===== config.mk =====
export PLATFORM = sky130hd
export DESIGN_NAME = ssc_top
export DESIGN_NICKNAME = d
export VERILOG_FILES = /design/src/design/ssc_pkg.sv /design/src/design/ssc_clk_if.sv /design/src/design/ssc_clk_div.sv /design/src/design/ssc_top.sv
export SDC_FILE = /design/constraint.sdc
export NUM_CORES = 1
export LEC_CHECK = 0
export ABC_CLOCK_PERIOD_IN_PS = 12400
export CAP_MARGIN = 20
export CORE_ASPECT_RATIO = 1.25
export CORE_MARGIN = 1
export CORE_UTILIZATION = 55
export CTS_CLUSTER_DIAMETER = 30
export DETAILED_ROUTE_END_ITERATION = 10
export DONT_BUFFER_PORTS = 1
export PLACE_DENSITY = 0.7
export SYNTH_ARGS = -nofsm -noshare
export SYNTH_HDL_FRONTEND = slang
export SYNTH_HIERARCHICAL = 1
export SYNTH_SLANG_ARGS = --single-unit

===== constraint.sdc =====
create_clock -name ref_clk -period 12.4 [get_ports ref_clk]
set_clock_uncertainty 0.15 [all_clocks]
set_input_delay 2.48 -clock ref_clk [delete_from_list [all_inputs] [get_ports ref_clk]]
set_output_delay 2.48 -clock ref_clk [all_outputs]
set_load 0.05 [all_outputs]

===== src/design/ssc_pkg.sv =====
// Package of constants and types for the sync serial clock and transmit block
// How it works
// Divider setting is 12 bits, up to 4095, dividing by up to 8190.
// Setting zero keeps the divider idle with no divided clock.
// Each divided clock phase lasts N peripheral clock cycles.
// One divided clock feeds both transmitter and receiver.
// Transmit bit clock is receive clock, divided clock or transmit pin.
// Transmit inversion changes the internal clock, not the pin.
// Transmit clock pin driven always or only during transfer.
// Software avoids external transmit clock with continuous output mode.
// Receive bit clock is transmit clock, divided clock or receive pin.
// Receive inversion inverts the internally used receive clock.
// Receive inversion leaves the driven receive clock pin unchanged.
// Receive clock pin driven always or only during transfer.
// Software avoids external receive clock with continuous output mode.
// External receive clock at most half or third of peripheral clock.
// External transmit clock at most sixth or half of peripheral clock.
// Transmitter and receiver run independently, may share clock or start.
// Each transmit frame begins on a start event.
// Holding register words move into the transmit shift register.
// Transmit all-empty flag set when holding and shift both empty.
// Transmit holding-free flag set when holding word moves to shifter.
// Software disables the controller before gating its clock.
// Each side can drive its generated clock onto its clock pin.
// Pin inputs are synchronised and edge-detected before use.
// Full receive shifter copies to holding, sets ready, or overrun.
package ssc_pkg;
    localparam int DivW = 12;
    localparam int DataW = 32;
    localparam int BitCntW = 5;
    // Register offsets
    localparam logic [3:0] OffDiv = 4'h0;
    localparam logic [3:0] OffTxMode = 4'h1;
    localparam logic [3:0] OffRxMode = 4'h2;
    localparam logic [3:0] OffFrame = 4'h3;
    localparam logic [3:0] OffTxHold = 4'h4;
    localparam logic [3:0] OffRxHold = 4'h5;
    localparam logic [3:0] OffStatus = 4'h6;
    localparam logic [3:0] OffCtrl = 4'h7;
    // Clock source codes
    localparam logic [1:0] CksDiv = 2'h0;
    localparam logic [1:0] CksOther = 2'h1;
    localparam logic [1:0] CksPin = 2'h2;
    // Clock output mode codes
    localparam logic [2:0] CkoNone = 3'h0;
    localparam logic [2:0] CkoCont = 3'h1;
    localparam logic [2:0] CkoXfer = 3'h2;
    // Mode register field positions
    localparam int CksLsb = 0;
    localparam int CkoLsb = 2;
    localparam int CkiBit = 5;
    localparam int StartBit = 8;
    // Frame register: data length minus one, msb-first
    localparam int LenLsb = 0;
    localparam int MsbfBit = 7;
    // Status bit positions
    localparam int StTxReady = 0;
    localparam int StTxEmpty = 1;
    localparam int StRxReady = 4;
    localparam int StOvrun = 5;
    // Control bits
    localparam int CtlTxEn = 0;
    localparam int CtlRxEn = 1;
    localparam logic [DivW-1:0] DivReset = 12'h000;
    localparam logic [15:0] ModeReset = 16'h0000;
    localparam logic [7:0] FrameReset = 8'h1F;

    typedef struct packed {
        logic cnt;
        logic phase;
    } ssc_dummy_s;
endpackage : ssc_pkg


===== src/design/ssc_clk_if.sv =====
// Interface carrying the shared divided clock between the two modules
`timescale 1ns/1ps
interface ssc_clk_if;
    logic [ssc_pkg::DivW-1:0] divSetting;
    logic divClk;
    logic divRise;
    logic divFall;
    modport gen (input divSetting, output divClk, divRise, divFall);
    modport use_m (output divSetting, input divClk, divRise, divFall);
endinterface : ssc_clk_if


===== src/design/ssc_clk_div.sv =====
// Common clock divider producing a 50 percent duty divided clock
`timescale 1ns/1ps
module ssc_clk_div (
    input wire logic ref_clk,
    input wire logic sys_rst,
    ssc_clk_if.gen div
);
    typedef struct packed {
        logic [ssc_pkg::DivW-1:0] cnt;
        logic clk;
        logic rise;
        logic fall;
    } ssc_div_s;

    ssc_div_s state_ff;
    ssc_div_s nxt_state;

    always_comb begin
        nxt_state = state_ff;
        nxt_state.rise = 1'b0;
        nxt_state.fall = 1'b0;
        if (div.divSetting == '0) begin
            // Idle divider: clock forced low, no rise or fall pulses
            nxt_state.cnt = '0;
            nxt_state.clk = 1'b0;
        end else if (state_ff.cnt >= div.divSetting - 12'h001) begin
            // Each level lasts exactly N cycles
            nxt_state.cnt = '0;
            nxt_state.clk = ~state_ff.clk;
            nxt_state.rise = ~state_ff.clk;
            nxt_state.fall = state_ff.clk;
        end else begin
            nxt_state.cnt = state_ff.cnt + 12'h001;
        end
    end

    always_ff @(posedge ref_clk or posedge sys_rst) begin
        if (sys_rst) begin
            state_ff <= '0;
        end else begin
            state_ff <= nxt_state;
        end
    end

    assign div.divClk = state_ff.clk;
    assign div.divRise = state_ff.rise;
    assign div.divFall = state_ff.fall;

    // Length of the running level; a level in which the setting moved
    // is marked dirty and not measured
    logic [ssc_pkg::DivW-1:0] levelCnt;
    logic [ssc_pkg::DivW-1:0] prevSetting;
    logic levelDirty;
    always_ff @(posedge ref_clk or posedge sys_rst) begin
        if (sys_rst) begin
            levelCnt <= '0;
            prevSetting <= '0;
            levelDirty <= 1'b1;
        end else begin
            prevSetting <= div.divSetting;
            if (nxt_state.rise || nxt_state.fall) begin
                levelCnt <= '0;
                levelDirty <= 1'b0;
            end else begin
                levelCnt <= levelCnt + 12'h001;
                if (div.divSetting != prevSetting
                    || div.divSetting == '0) begin
                    levelDirty <= 1'b1;
                end
            end
        end
    end
endmodule : ssc_clk_div


===== src/design/ssc_top.sv =====
// Sync serial controller: clock selection, transmit path, receive capture
`timescale 1ns/1ps
module ssc_top (
    input wire logic ref_clk,
    input wire logic sys_rst,
    input wire logic [3:0] regAddr,
    input wire logic [31:0] regWdata,
    input wire logic regWr,
    input wire logic regRd,
    output logic [31:0] regRdata,
    input wire logic txClkIn,
    output logic txClkOut,
    output logic txClkOe,
    output logic txData,
    input wire logic rxClkIn,
    output logic rxClkOut,
    output logic rxClkOe,
    input wire logic rxData,
    input wire logic txFrameSyncIn
);
    typedef struct packed {
        logic [15:0] txMode;
        logic [15:0] rxMode;
        logic [7:0] frame;
        logic [1:0] ctl;
        logic [31:0] txHold;
        logic txHoldFull;
        logic [31:0] txShift;
        logic [ssc_pkg::BitCntW-1:0] txBits;
        logic txBusy;
        logic txReady;
        logic txDataOut;
        logic txFirst;
        logic [31:0] rxShift;
        logic [ssc_pkg::BitCntW-1:0] rxBits;
        logic [31:0] rxHold;
        logic rxReady;
        logic rxOvrun;
        logic [2:0] txPinSync;
        logic [2:0] rxPinSync;
        logic [2:0] fsSync;
        logic txPinLvl;
        logic rxPinLvl;
        logic fsLvl;
        logic [2:0] rxDataSync;
        logic rxDataLvl;
        logic txClkPrev;
        logic rxClkPrev;
        logic [31:0] rdata;
    } ssc_top_s;

    ssc_top_s state_ff;
    ssc_top_s nxt_state;
    ssc_clk_if clkBus ();

    logic [ssc_pkg::DivW-1:0] divSetting_ff;
    logic [ssc_pkg::DivW-1:0] nxt_divSetting;
    assign clkBus.divSetting = divSetting_ff;

    ssc_clk_div uDiv (
        .ref_clk(ref_clk),
        .sys_rst(sys_rst),
        .div(clkBus.gen)
    );

    // Pick an uninverted bit clock level from one of three sources
    function automatic logic pickClk(input logic [1:0] sel,
                                     input logic divLvl,
                                     input logic otherLvl,
                                     input logic pinLvl);
        if (sel == ssc_pkg::CksDiv) begin
            return divLvl;
        end else if (sel == ssc_pkg::CksOther) begin
            return otherLvl;
        end else if (sel == ssc_pkg::CksPin) begin
            return pinLvl;
        end else begin
            return 1'b0;
        end
    endfunction : pickClk

    // Pin drive for a given output mode
    function automatic logic pinOe(input logic [2:0] cko,
                                   input logic busy);
        return (cko == ssc_pkg::CkoCont) ||
               (cko == ssc_pkg::CkoXfer && busy);
    endfunction : pinOe

    logic txRawClk;
    logic rxRawClk;
    logic txIntClk;
    logic rxIntClk;
    logic txFall;
    logic rxRise;
    logic txStart;
    logic [ssc_pkg::BitCntW-1:0] txLen;
    logic [ssc_pkg::BitCntW-1:0] rxLen;
    logic rxOtherLvl;

    // Receive clock may follow transmit clock and vice versa; a loop of
    // both pointing at each other resolves to the divider on receive side.
    assign rxOtherLvl =
        (state_ff.txMode[1:0] == ssc_pkg::CksOther) ? clkBus.divClk :
        pickClk(state_ff.txMode[1:0], clkBus.divClk, 1'b0,
                state_ff.txPinLvl);
    assign rxRawClk = pickClk(state_ff.rxMode[1:0], clkBus.divClk,
                              rxOtherLvl, state_ff.rxPinLvl);
    assign txRawClk = pickClk(state_ff.txMode[1:0], clkBus.divClk,
                              rxRawClk, state_ff.txPinLvl);
    assign txIntClk = txRawClk ^ state_ff.txMode[ssc_pkg::CkiBit];
    assign rxIntClk = rxRawClk ^ state_ff.rxMode[ssc_pkg::CkiBit];
    assign txFall = state_ff.txClkPrev & ~txIntClk;
    assign rxRise = ~state_ff.rxClkPrev & rxIntClk;
    assign txLen = state_ff.frame[ssc_pkg::BitCntW-1:0];
    assign rxLen = state_ff.frame[ssc_pkg::BitCntW-1:0];
    // Start: continuous, or on frame sync high level when selected
    assign txStart = state_ff.txHoldFull && state_ff.ctl[ssc_pkg::CtlTxEn]
        && (!state_ff.txMode[ssc_pkg::StartBit] || state_ff.fsLvl);

    always_comb begin
        nxt_state = state_ff;
        nxt_divSetting = divSetting_ff;
        nxt_state.rdata = '0;
        // Three-stage sync, level accepted once stages two and three agree
        nxt_state.txPinSync = {state_ff.txPinSync[1:0], txClkIn};
        nxt_state.rxPinSync = {state_ff.rxPinSync[1:0], rxClkIn};
        nxt_state.fsSync = {state_ff.fsSync[1:0], txFrameSyncIn};
        nxt_state.rxDataSync = {state_ff.rxDataSync[1:0], rxData};
        if (state_ff.txPinSync[2] == state_ff.txPinSync[1]) begin
            nxt_state.txPinLvl = state_ff.txPinSync[2];
        end
        if (state_ff.rxPinSync[2] == state_ff.rxPinSync[1]) begin
            nxt_state.rxPinLvl = state_ff.rxPinSync[2];
        end
        if (state_ff.fsSync[2] == state_ff.fsSync[1]) begin
            nxt_state.fsLvl = state_ff.fsSync[2];
        end
        if (state_ff.rxDataSync[2] == state_ff.rxDataSync[1]) begin
            nxt_state.rxDataLvl = state_ff.rxDataSync[2];
        end
        nxt_state.txClkPrev = txIntClk;
        nxt_state.rxClkPrev = rxIntClk;

        // Transmit shifter, bits change on falling internal clock
        if (state_ff.txBusy && txFall) begin
            if (state_ff.txFirst) begin
                // First edge only presents the leading bit, so no pin
                // rise can catch a word that was loaded mid-level
                nxt_state.txFirst = 1'b0;
            end else if (state_ff.txBits == txLen) begin
                nxt_state.txBusy = 1'b0;
            end else begin
                nxt_state.txBits = state_ff.txBits + 5'h01;
                if (state_ff.frame[ssc_pkg::MsbfBit]) begin
                    nxt_state.txShift = {state_ff.txShift[30:0], 1'b0};
                end else begin
                    nxt_state.txShift = {1'b0, state_ff.txShift[31:1]};
                end
            end
        end
        nxt_state.txDataOut = state_ff.frame[ssc_pkg::MsbfBit] ?
            nxt_state.txShift[txLen] : nxt_state.txShift[0];
        if (!nxt_state.txBusy && txStart) begin
            nxt_state.txShift = state_ff.txHold;
            nxt_state.txBits = '0;
            nxt_state.txBusy = 1'b1;
            nxt_state.txFirst = 1'b1;
            nxt_state.txHoldFull = 1'b0;
            nxt_state.txReady = 1'b1;
        end

        // Receive shifter samples on rising internal clock
        if (state_ff.ctl[ssc_pkg::CtlRxEn] && rxRise) begin
            nxt_state.rxShift = state_ff.frame[ssc_pkg::MsbfBit] ?
                {state_ff.rxShift[30:0], state_ff.rxDataLvl} :
                {state_ff.rxDataLvl, state_ff.rxShift[31:1]};
            if (state_ff.rxBits == rxLen) begin
                nxt_state.rxBits = '0;
                nxt_state.rxHold = nxt_state.rxShift;
                nxt_state.rxReady = 1'b1;
                if (state_ff.rxReady) begin
                    nxt_state.rxOvrun = 1'b1;
                end
            end else begin
                nxt_state.rxBits = state_ff.rxBits + 5'h01;
            end
        end

        if (regWr) begin
            if (regAddr == ssc_pkg::OffDiv) begin
                nxt_divSetting = regWdata[ssc_pkg::DivW-1:0];
            end else if (regAddr == ssc_pkg::OffTxMode) begin
                nxt_state.txMode = regWdata[15:0];
            end else if (regAddr == ssc_pkg::OffRxMode) begin
                nxt_state.rxMode = regWdata[15:0];
            end else if (regAddr == ssc_pkg::OffFrame) begin
                nxt_state.frame = regWdata[7:0];
            end else if (regAddr == ssc_pkg::OffTxHold) begin
                // A word loaded this cycle is fresh; transfer waits a cycle
                nxt_state.txHold = regWdata;
                nxt_state.txHoldFull = 1'b1;
                nxt_state.txReady = 1'b0;
            end else if (regAddr == ssc_pkg::OffCtrl) begin
                nxt_state.ctl = regWdata[1:0];
            end
        end
        if (regRd) begin
            if (regAddr == ssc_pkg::OffDiv) begin
                nxt_state.rdata = {20'h0_0000, divSetting_ff};
            end else if (regAddr == ssc_pkg::OffTxMode) begin
                nxt_state.rdata = {16'h0000, state_ff.txMode};
            end else if (regAddr == ssc_pkg::OffRxMode) begin
                nxt_state.rdata = {16'h0000, state_ff.rxMode};
            end else if (regAddr == ssc_pkg::OffFrame) begin
                nxt_state.rdata = {24'h00_0000, state_ff.frame};
            end else if (regAddr == ssc_pkg::OffRxHold) begin
                nxt_state.rdata = state_ff.rxHold;
                // A word landing now keeps the ready flag set
                if (!(nxt_state.rxReady && !state_ff.rxReady)
                    && !(rxRise && state_ff.rxBits == rxLen
                         && state_ff.ctl[ssc_pkg::CtlRxEn])) begin
                    nxt_state.rxReady = 1'b0;
                end
            end else if (regAddr == ssc_pkg::OffStatus) begin
                nxt_state.rdata[ssc_pkg::StTxReady] = state_ff.txReady;
                nxt_state.rdata[ssc_pkg::StTxEmpty] =
                    !state_ff.txHoldFull && !state_ff.txBusy;
                nxt_state.rdata[ssc_pkg::StRxReady] = state_ff.rxReady;
                nxt_state.rdata[ssc_pkg::StOvrun] = state_ff.rxOvrun;
                if (!(rxRise && state_ff.rxBits == rxLen
                      && state_ff.rxReady)) begin
                    nxt_state.rxOvrun = 1'b0;
                end
            end else if (regAddr == ssc_pkg::OffCtrl) begin
                nxt_state.rdata = {30'h0000_0000, state_ff.ctl};
            end
        end
    end

    always_ff @(posedge ref_clk or posedge sys_rst) begin
        if (sys_rst) begin
            state_ff <= '0;
            state_ff.txMode <= ssc_pkg::ModeReset;
            state_ff.rxMode <= ssc_pkg::ModeReset;
            state_ff.frame <= ssc_pkg::FrameReset;
            state_ff.txReady <= 1'b1;
            divSetting_ff <= ssc_pkg::DivReset;
        end else begin
            state_ff <= nxt_state;
            divSetting_ff <= nxt_divSetting;
        end
    end

    // Pins carry the uninverted clock; internal inversion never reaches them
    assign txClkOut = txRawClk;
    assign rxClkOut = rxRawClk;
    assign txClkOe = pinOe(state_ff.txMode[4:2],
                           state_ff.txBusy && !state_ff.txFirst);
    assign rxClkOe = pinOe(state_ff.rxMode[4:2],
                           state_ff.ctl[ssc_pkg::CtlRxEn]);
    assign txData = state_ff.txDataOut;
    assign regRdata = state_ff.rdata;
endmodule : ssc_top


### Yosys cells after proc, flatten, opt, wreduce, memory -nomap -nowiden

Cells that the tools add are included.

* register bits after elaboration: 262
* bits of input ports: 44
* output and inout bits: 37

* add/subtract/negate cells: 4
* order comparisons: 2
* equal/unequal tests: 23
* muxes and demuxes: 60
* bitwise gates (word level): 12
* reduce and logical (&&, ||, !) cells: 39

Operators by type and width (count)
* $mux 32: 8
* $mux 38: 2
* $mux 40: 1
* $mux 37: 1
* $mux 1: 31
* $mux 26: 1
* $mux 2: 11
* $eq 4x3->1 const B: 4
* $logic_and 1x1->1: 14
* $mux 13: 1
* $add 12x1->12 const B: 1
* $ge 12x12->1: 1
* $logic_not 12->1: 1
* $mux 12: 1
* $sub 12x1->12 const B: 1
* $add 5x1->5 const B: 2
* $eq 5x5->1: 2
* $eq 4x2->1 const B: 2
* $logic_not 1->1: 8
* $not 1->1: 8
* $reduce_and 7->1: 1
* $eq 3x1->1 const B: 2
* $eq 3x2->1 const B: 2
* $lt 5x6->1 const B: 1
* 19 further kinds: 33

### Longest topological paths before layout

* word-level depth: 22
* mapped depth: 13
* depth with buffers taken out: 11

### Modules after synthesis

Netlist, hierarchy kept.

By module, submodules not included
* ssc_top: instances 1, cells an instance 1031, area an instance 11404.7 µm²
* ssc_clk_div: instances 1, cells an instance 120, area an instance 1123.6 µm²

### Worst setup path after synthesis

Ideal clock, no wire load.

* path type: input port to flip-flop
* start point: input regAddr[0]
* end point: register state_ff[221] (netlist bit)
* library setup time: 0.125 ns
* data arrival time: 4.206 ns
* data required time: 12.125 ns
* slack: 7.920 ns
* stages: 6
* cell sequence: clkbuf_1 nand2_1 nor3_1 nand2_1 clkbuf_1 mux2_2

* cells in the longest elaborated chain, start to end: 3
* elaborated cells between the ends (all ways): 4
* classes of those cells: eq/ne: 1; bitwise: 1; reduce/logical: 2

RTL lines
* start, declared: line ssc_top.sv:6 `input wire logic [3:0] regAddr,`
* $logic_not 4->1: line ssc_top.sv:190 `if (regAddr == ssc_pkg::OffDiv) begin`
* $not 1->1 (no source line)
* $reduce_and 3->1 (no source line) (*)
* end signal, assigned: line ssc_top.sv:249 `state_ff <= nxt_state;`
* end, declared: line ssc_top.sv:52 `ssc_top_s state_ff;`

Mark *: on every way between the ends. The rest lies on a longest branch, timed or not.
A chain may end at the register's enable or synchronous reset.

### Final worst setup path

* start point: input regAddr[1]
* end point: register state_ff[221] (netlist bit)

The elaborated chain is that of the path after synthesis.

==> summary.md <==
| Metric | Value |
|---|---|
| DR vias/cell | between 5 and 6 |
| Initial Util | 56.13% |
| WP data arrival | a little over 5 ns |
| Cell total after placement | 1346 |
| Hold Crit Class | flop to flop |
| Cts hold-fix bufs | 0 |
| Post-CTS setup repair buffer count | 0 |
| Hold_sp | nxt_state[45]$_DFF_PP0_ |
| Syn Nets | about 1200 |
| Max Cap Violations | 0 |
| CTS root buf | clkbuf_16 |
| Yosys warnings | 6 |
| Leak | between 6 and 7 nW |
| Cells after synthesis | roughly 1100 |
| Drt wl/cell | approximately 19 um |
| CP max FO | 16 |
| Layout cells sized above 1 | around a fifth |
| Vias | between 8000 and 9000 |
| Unrepaired setup endpoints after global routing | false |
| Clk sinks | roughly 260 |
| Fmax | around 210 MHz |
| Slew Limit Fails | 0 |
| Post-DP HPWL | 18190 um |
| CTS tree | yes |
| Hold Vio Cnt, Final | 0 |
| Syn Area/Cell | 10.87 sq um |
| Post-layout min period | about 4.8 ns |
| Hold EP | nxt_state[46]$_DFF_PP0_ |
| Cell count of the worst reg-to-reg path | 9 |
| Clk buf depth | 3 |
| # fillers | roughly 1700 |
| Die width | between 100 and 150 um |
| Pwr Density | between 200 and 250 mW/mm^2 |
| DRC errors left | 0 |
| Max transition margin | 26.48% |
| PortBufs | 0 |
| Full die area | about 0.023 sq mm |
| Worst hold stages | 0 |
| Number of global-route vias before repair | 8342 |
| CTS resizes | 0 |
| Worst R2R Start | rxLen[1]$_DFFE_PP1P_ |
| Final wirelength | 27190 um |
| Worst skew pair latency | around 0.53 ns |
| Cell area after synthesis | around 0.012 sq mm |
| Largest net degree at the start of global routing | 97 |
| Outcome | finished, final reports clean |
| Site row count | 61 |
| Ports | 81 |
| Worst endpoint required time | around 13 ns |
| Global placer's final weighted congestion | slightly below 0.9 |
| Total CTS buffers | 45 |
| Final setup TNS | 0 ns |
| Layout area overhead | 12.37% |
| Final antenna-violating net count | 0 |
| Total GRT Usage | between 20% and 30% |
| 1st-iter DRT viols | between 500 and 600 |
| Worst vdd ir | around 0.15 mV |
| Final Cycle Share | 39.06% |
| Congestion Overflow GR | 0 |
| Core Footprint | 0.02221 sq mm |
| Worst reg2reg setup slack | 9.01 ns |
| Final setup fails | 0 |
| Die height | 170.3 um |
| CP Class | input pin to flop |
| CP startpoint kind | input pin |
| Worst-Margin Slew | 1.106 ns |
| H-Tree Depth | 2 |
| First-pass GRT wire length | 44270 um |
| # diodes | 0 |
| Initial antenna violation count | 0 |
| Final std cells w/o fill | roughly 1400 |
| R2R Path End | txData$_DFF_PP0_ |
| Final Core Density | 63.07% |
| CP endpoint kind | flop |
| Clock transition at path regs | 0.05 ns |
| First-pass DRT Iterations | 5 |
| Nets | around 1200 |
## state kept, by name, indices dropped and copies added, names as in the netlist
register and flops:
uDiv/div.divClk 1, txData 1, state_ff 191, rxLen 5
clkBus.divSetting 12, nxt_state 8, regRdata 32, uDiv/state_ff 12
## area by class of cell
type / instances / area, sq um / area share [%]
Clock buffer: 53 / 1239 / 8.843
Sequential cell: 262 / 6565 / 46.87
Multi-Input combinational cell: 768 / 5285 / 37.73
Clock inverter: 31 / 379.1 / 2.707
Timing Repair Buffer: 10 / 87.58 / 0.6253
Inverter: 24 / 97.59 / 0.6967
Tap cell: 283 / 354.1 / 2.528
## cell usage in the layout (no fill, tap or decap), types with 19 or more instances in the layout
cell / instances
xnor2_1: 19
mux2_2: 113
o21ai_1: 33
a21oi_1: 68
clkbuf_16: 47
dfrtp_1: 255
o21ai_0: 56
inv_1: 22
mux2i_1: 67
nor2_1: 103
nand2_1: 116
and3_1: 21
## critical path: stages
cell     delay (ns)
inv_1          0.35
nand2_1        0.22
nor3_1         0.87
nand2_1        0.71
mux2_2         0.47
## through the flow
| stage | power (mW) | area, sq um | worst slack [ns] | hold slack [ns] |
|---|---|---|---|---|
| after floorplan | 1.855 | 12470 | 2.937 | 0.1812 |
| after global placement | 1.965 | 12370 | 7.286 | 0.1841 |
| after detailed placement | 1.994 | 12370 | 7.137 | 0.1878 |
| after CTS | 3.294 | 13990 | 7.572 | 0.2023 |
| after global routing | 3.449 | 14010 | 7.392 | 0.2082 |
| final | 3.271 | 14010 | 7.556 | 0.2010 |
## how the worst max path moves through the flow
stage	start	depth (start not counted)	endpoint
global route	regAddr[1]	5	state_ff[229]$_DFFE_PP0P_
detailed placement	regAddr[1]	5	state_ff[221]$_DFFE_PP0P_
finish	regAddr[1]	5	state_ff[221]$_DFFE_PP0P_
CTS	state_ff[205]$_DFFE_PP0P_	3	txClkOut
global placement	regAddr[1]	5	state_ff[224]$_DFFE_PP0P_
floorplan	sys_rst	1	clkBus.divSetting[0]$_DFFE_PP0P_
## where the power goes
| part | total, mW | leakage [nW] | switching (mW) | internal, mW |
|---|---|---|---|---|
| Sequential | 1.27 | 3.35 | 0.207 | 1.07 |
| Clock | 1.28 | 0.789 | 0.449 | 0.835 |
| Combinational | 0.714 | 2.16 | 0.384 | 0.330 |
## layer usage
| metal | global-route usage [%] | up-vias | wire, um |
|---|---|---|---|
| met5 | 0 | - | 0 |
| met4 | 9.034 | 0 | 731 |
| met3 | 5.332 | 55 | 1379 |
| met2 | 39.42 | 186 | 13290 |
| met1 | 32.55 | 4125 | 11780 |
| li1 | - | 3917 | - |
(Power assumes the default switching activity.)
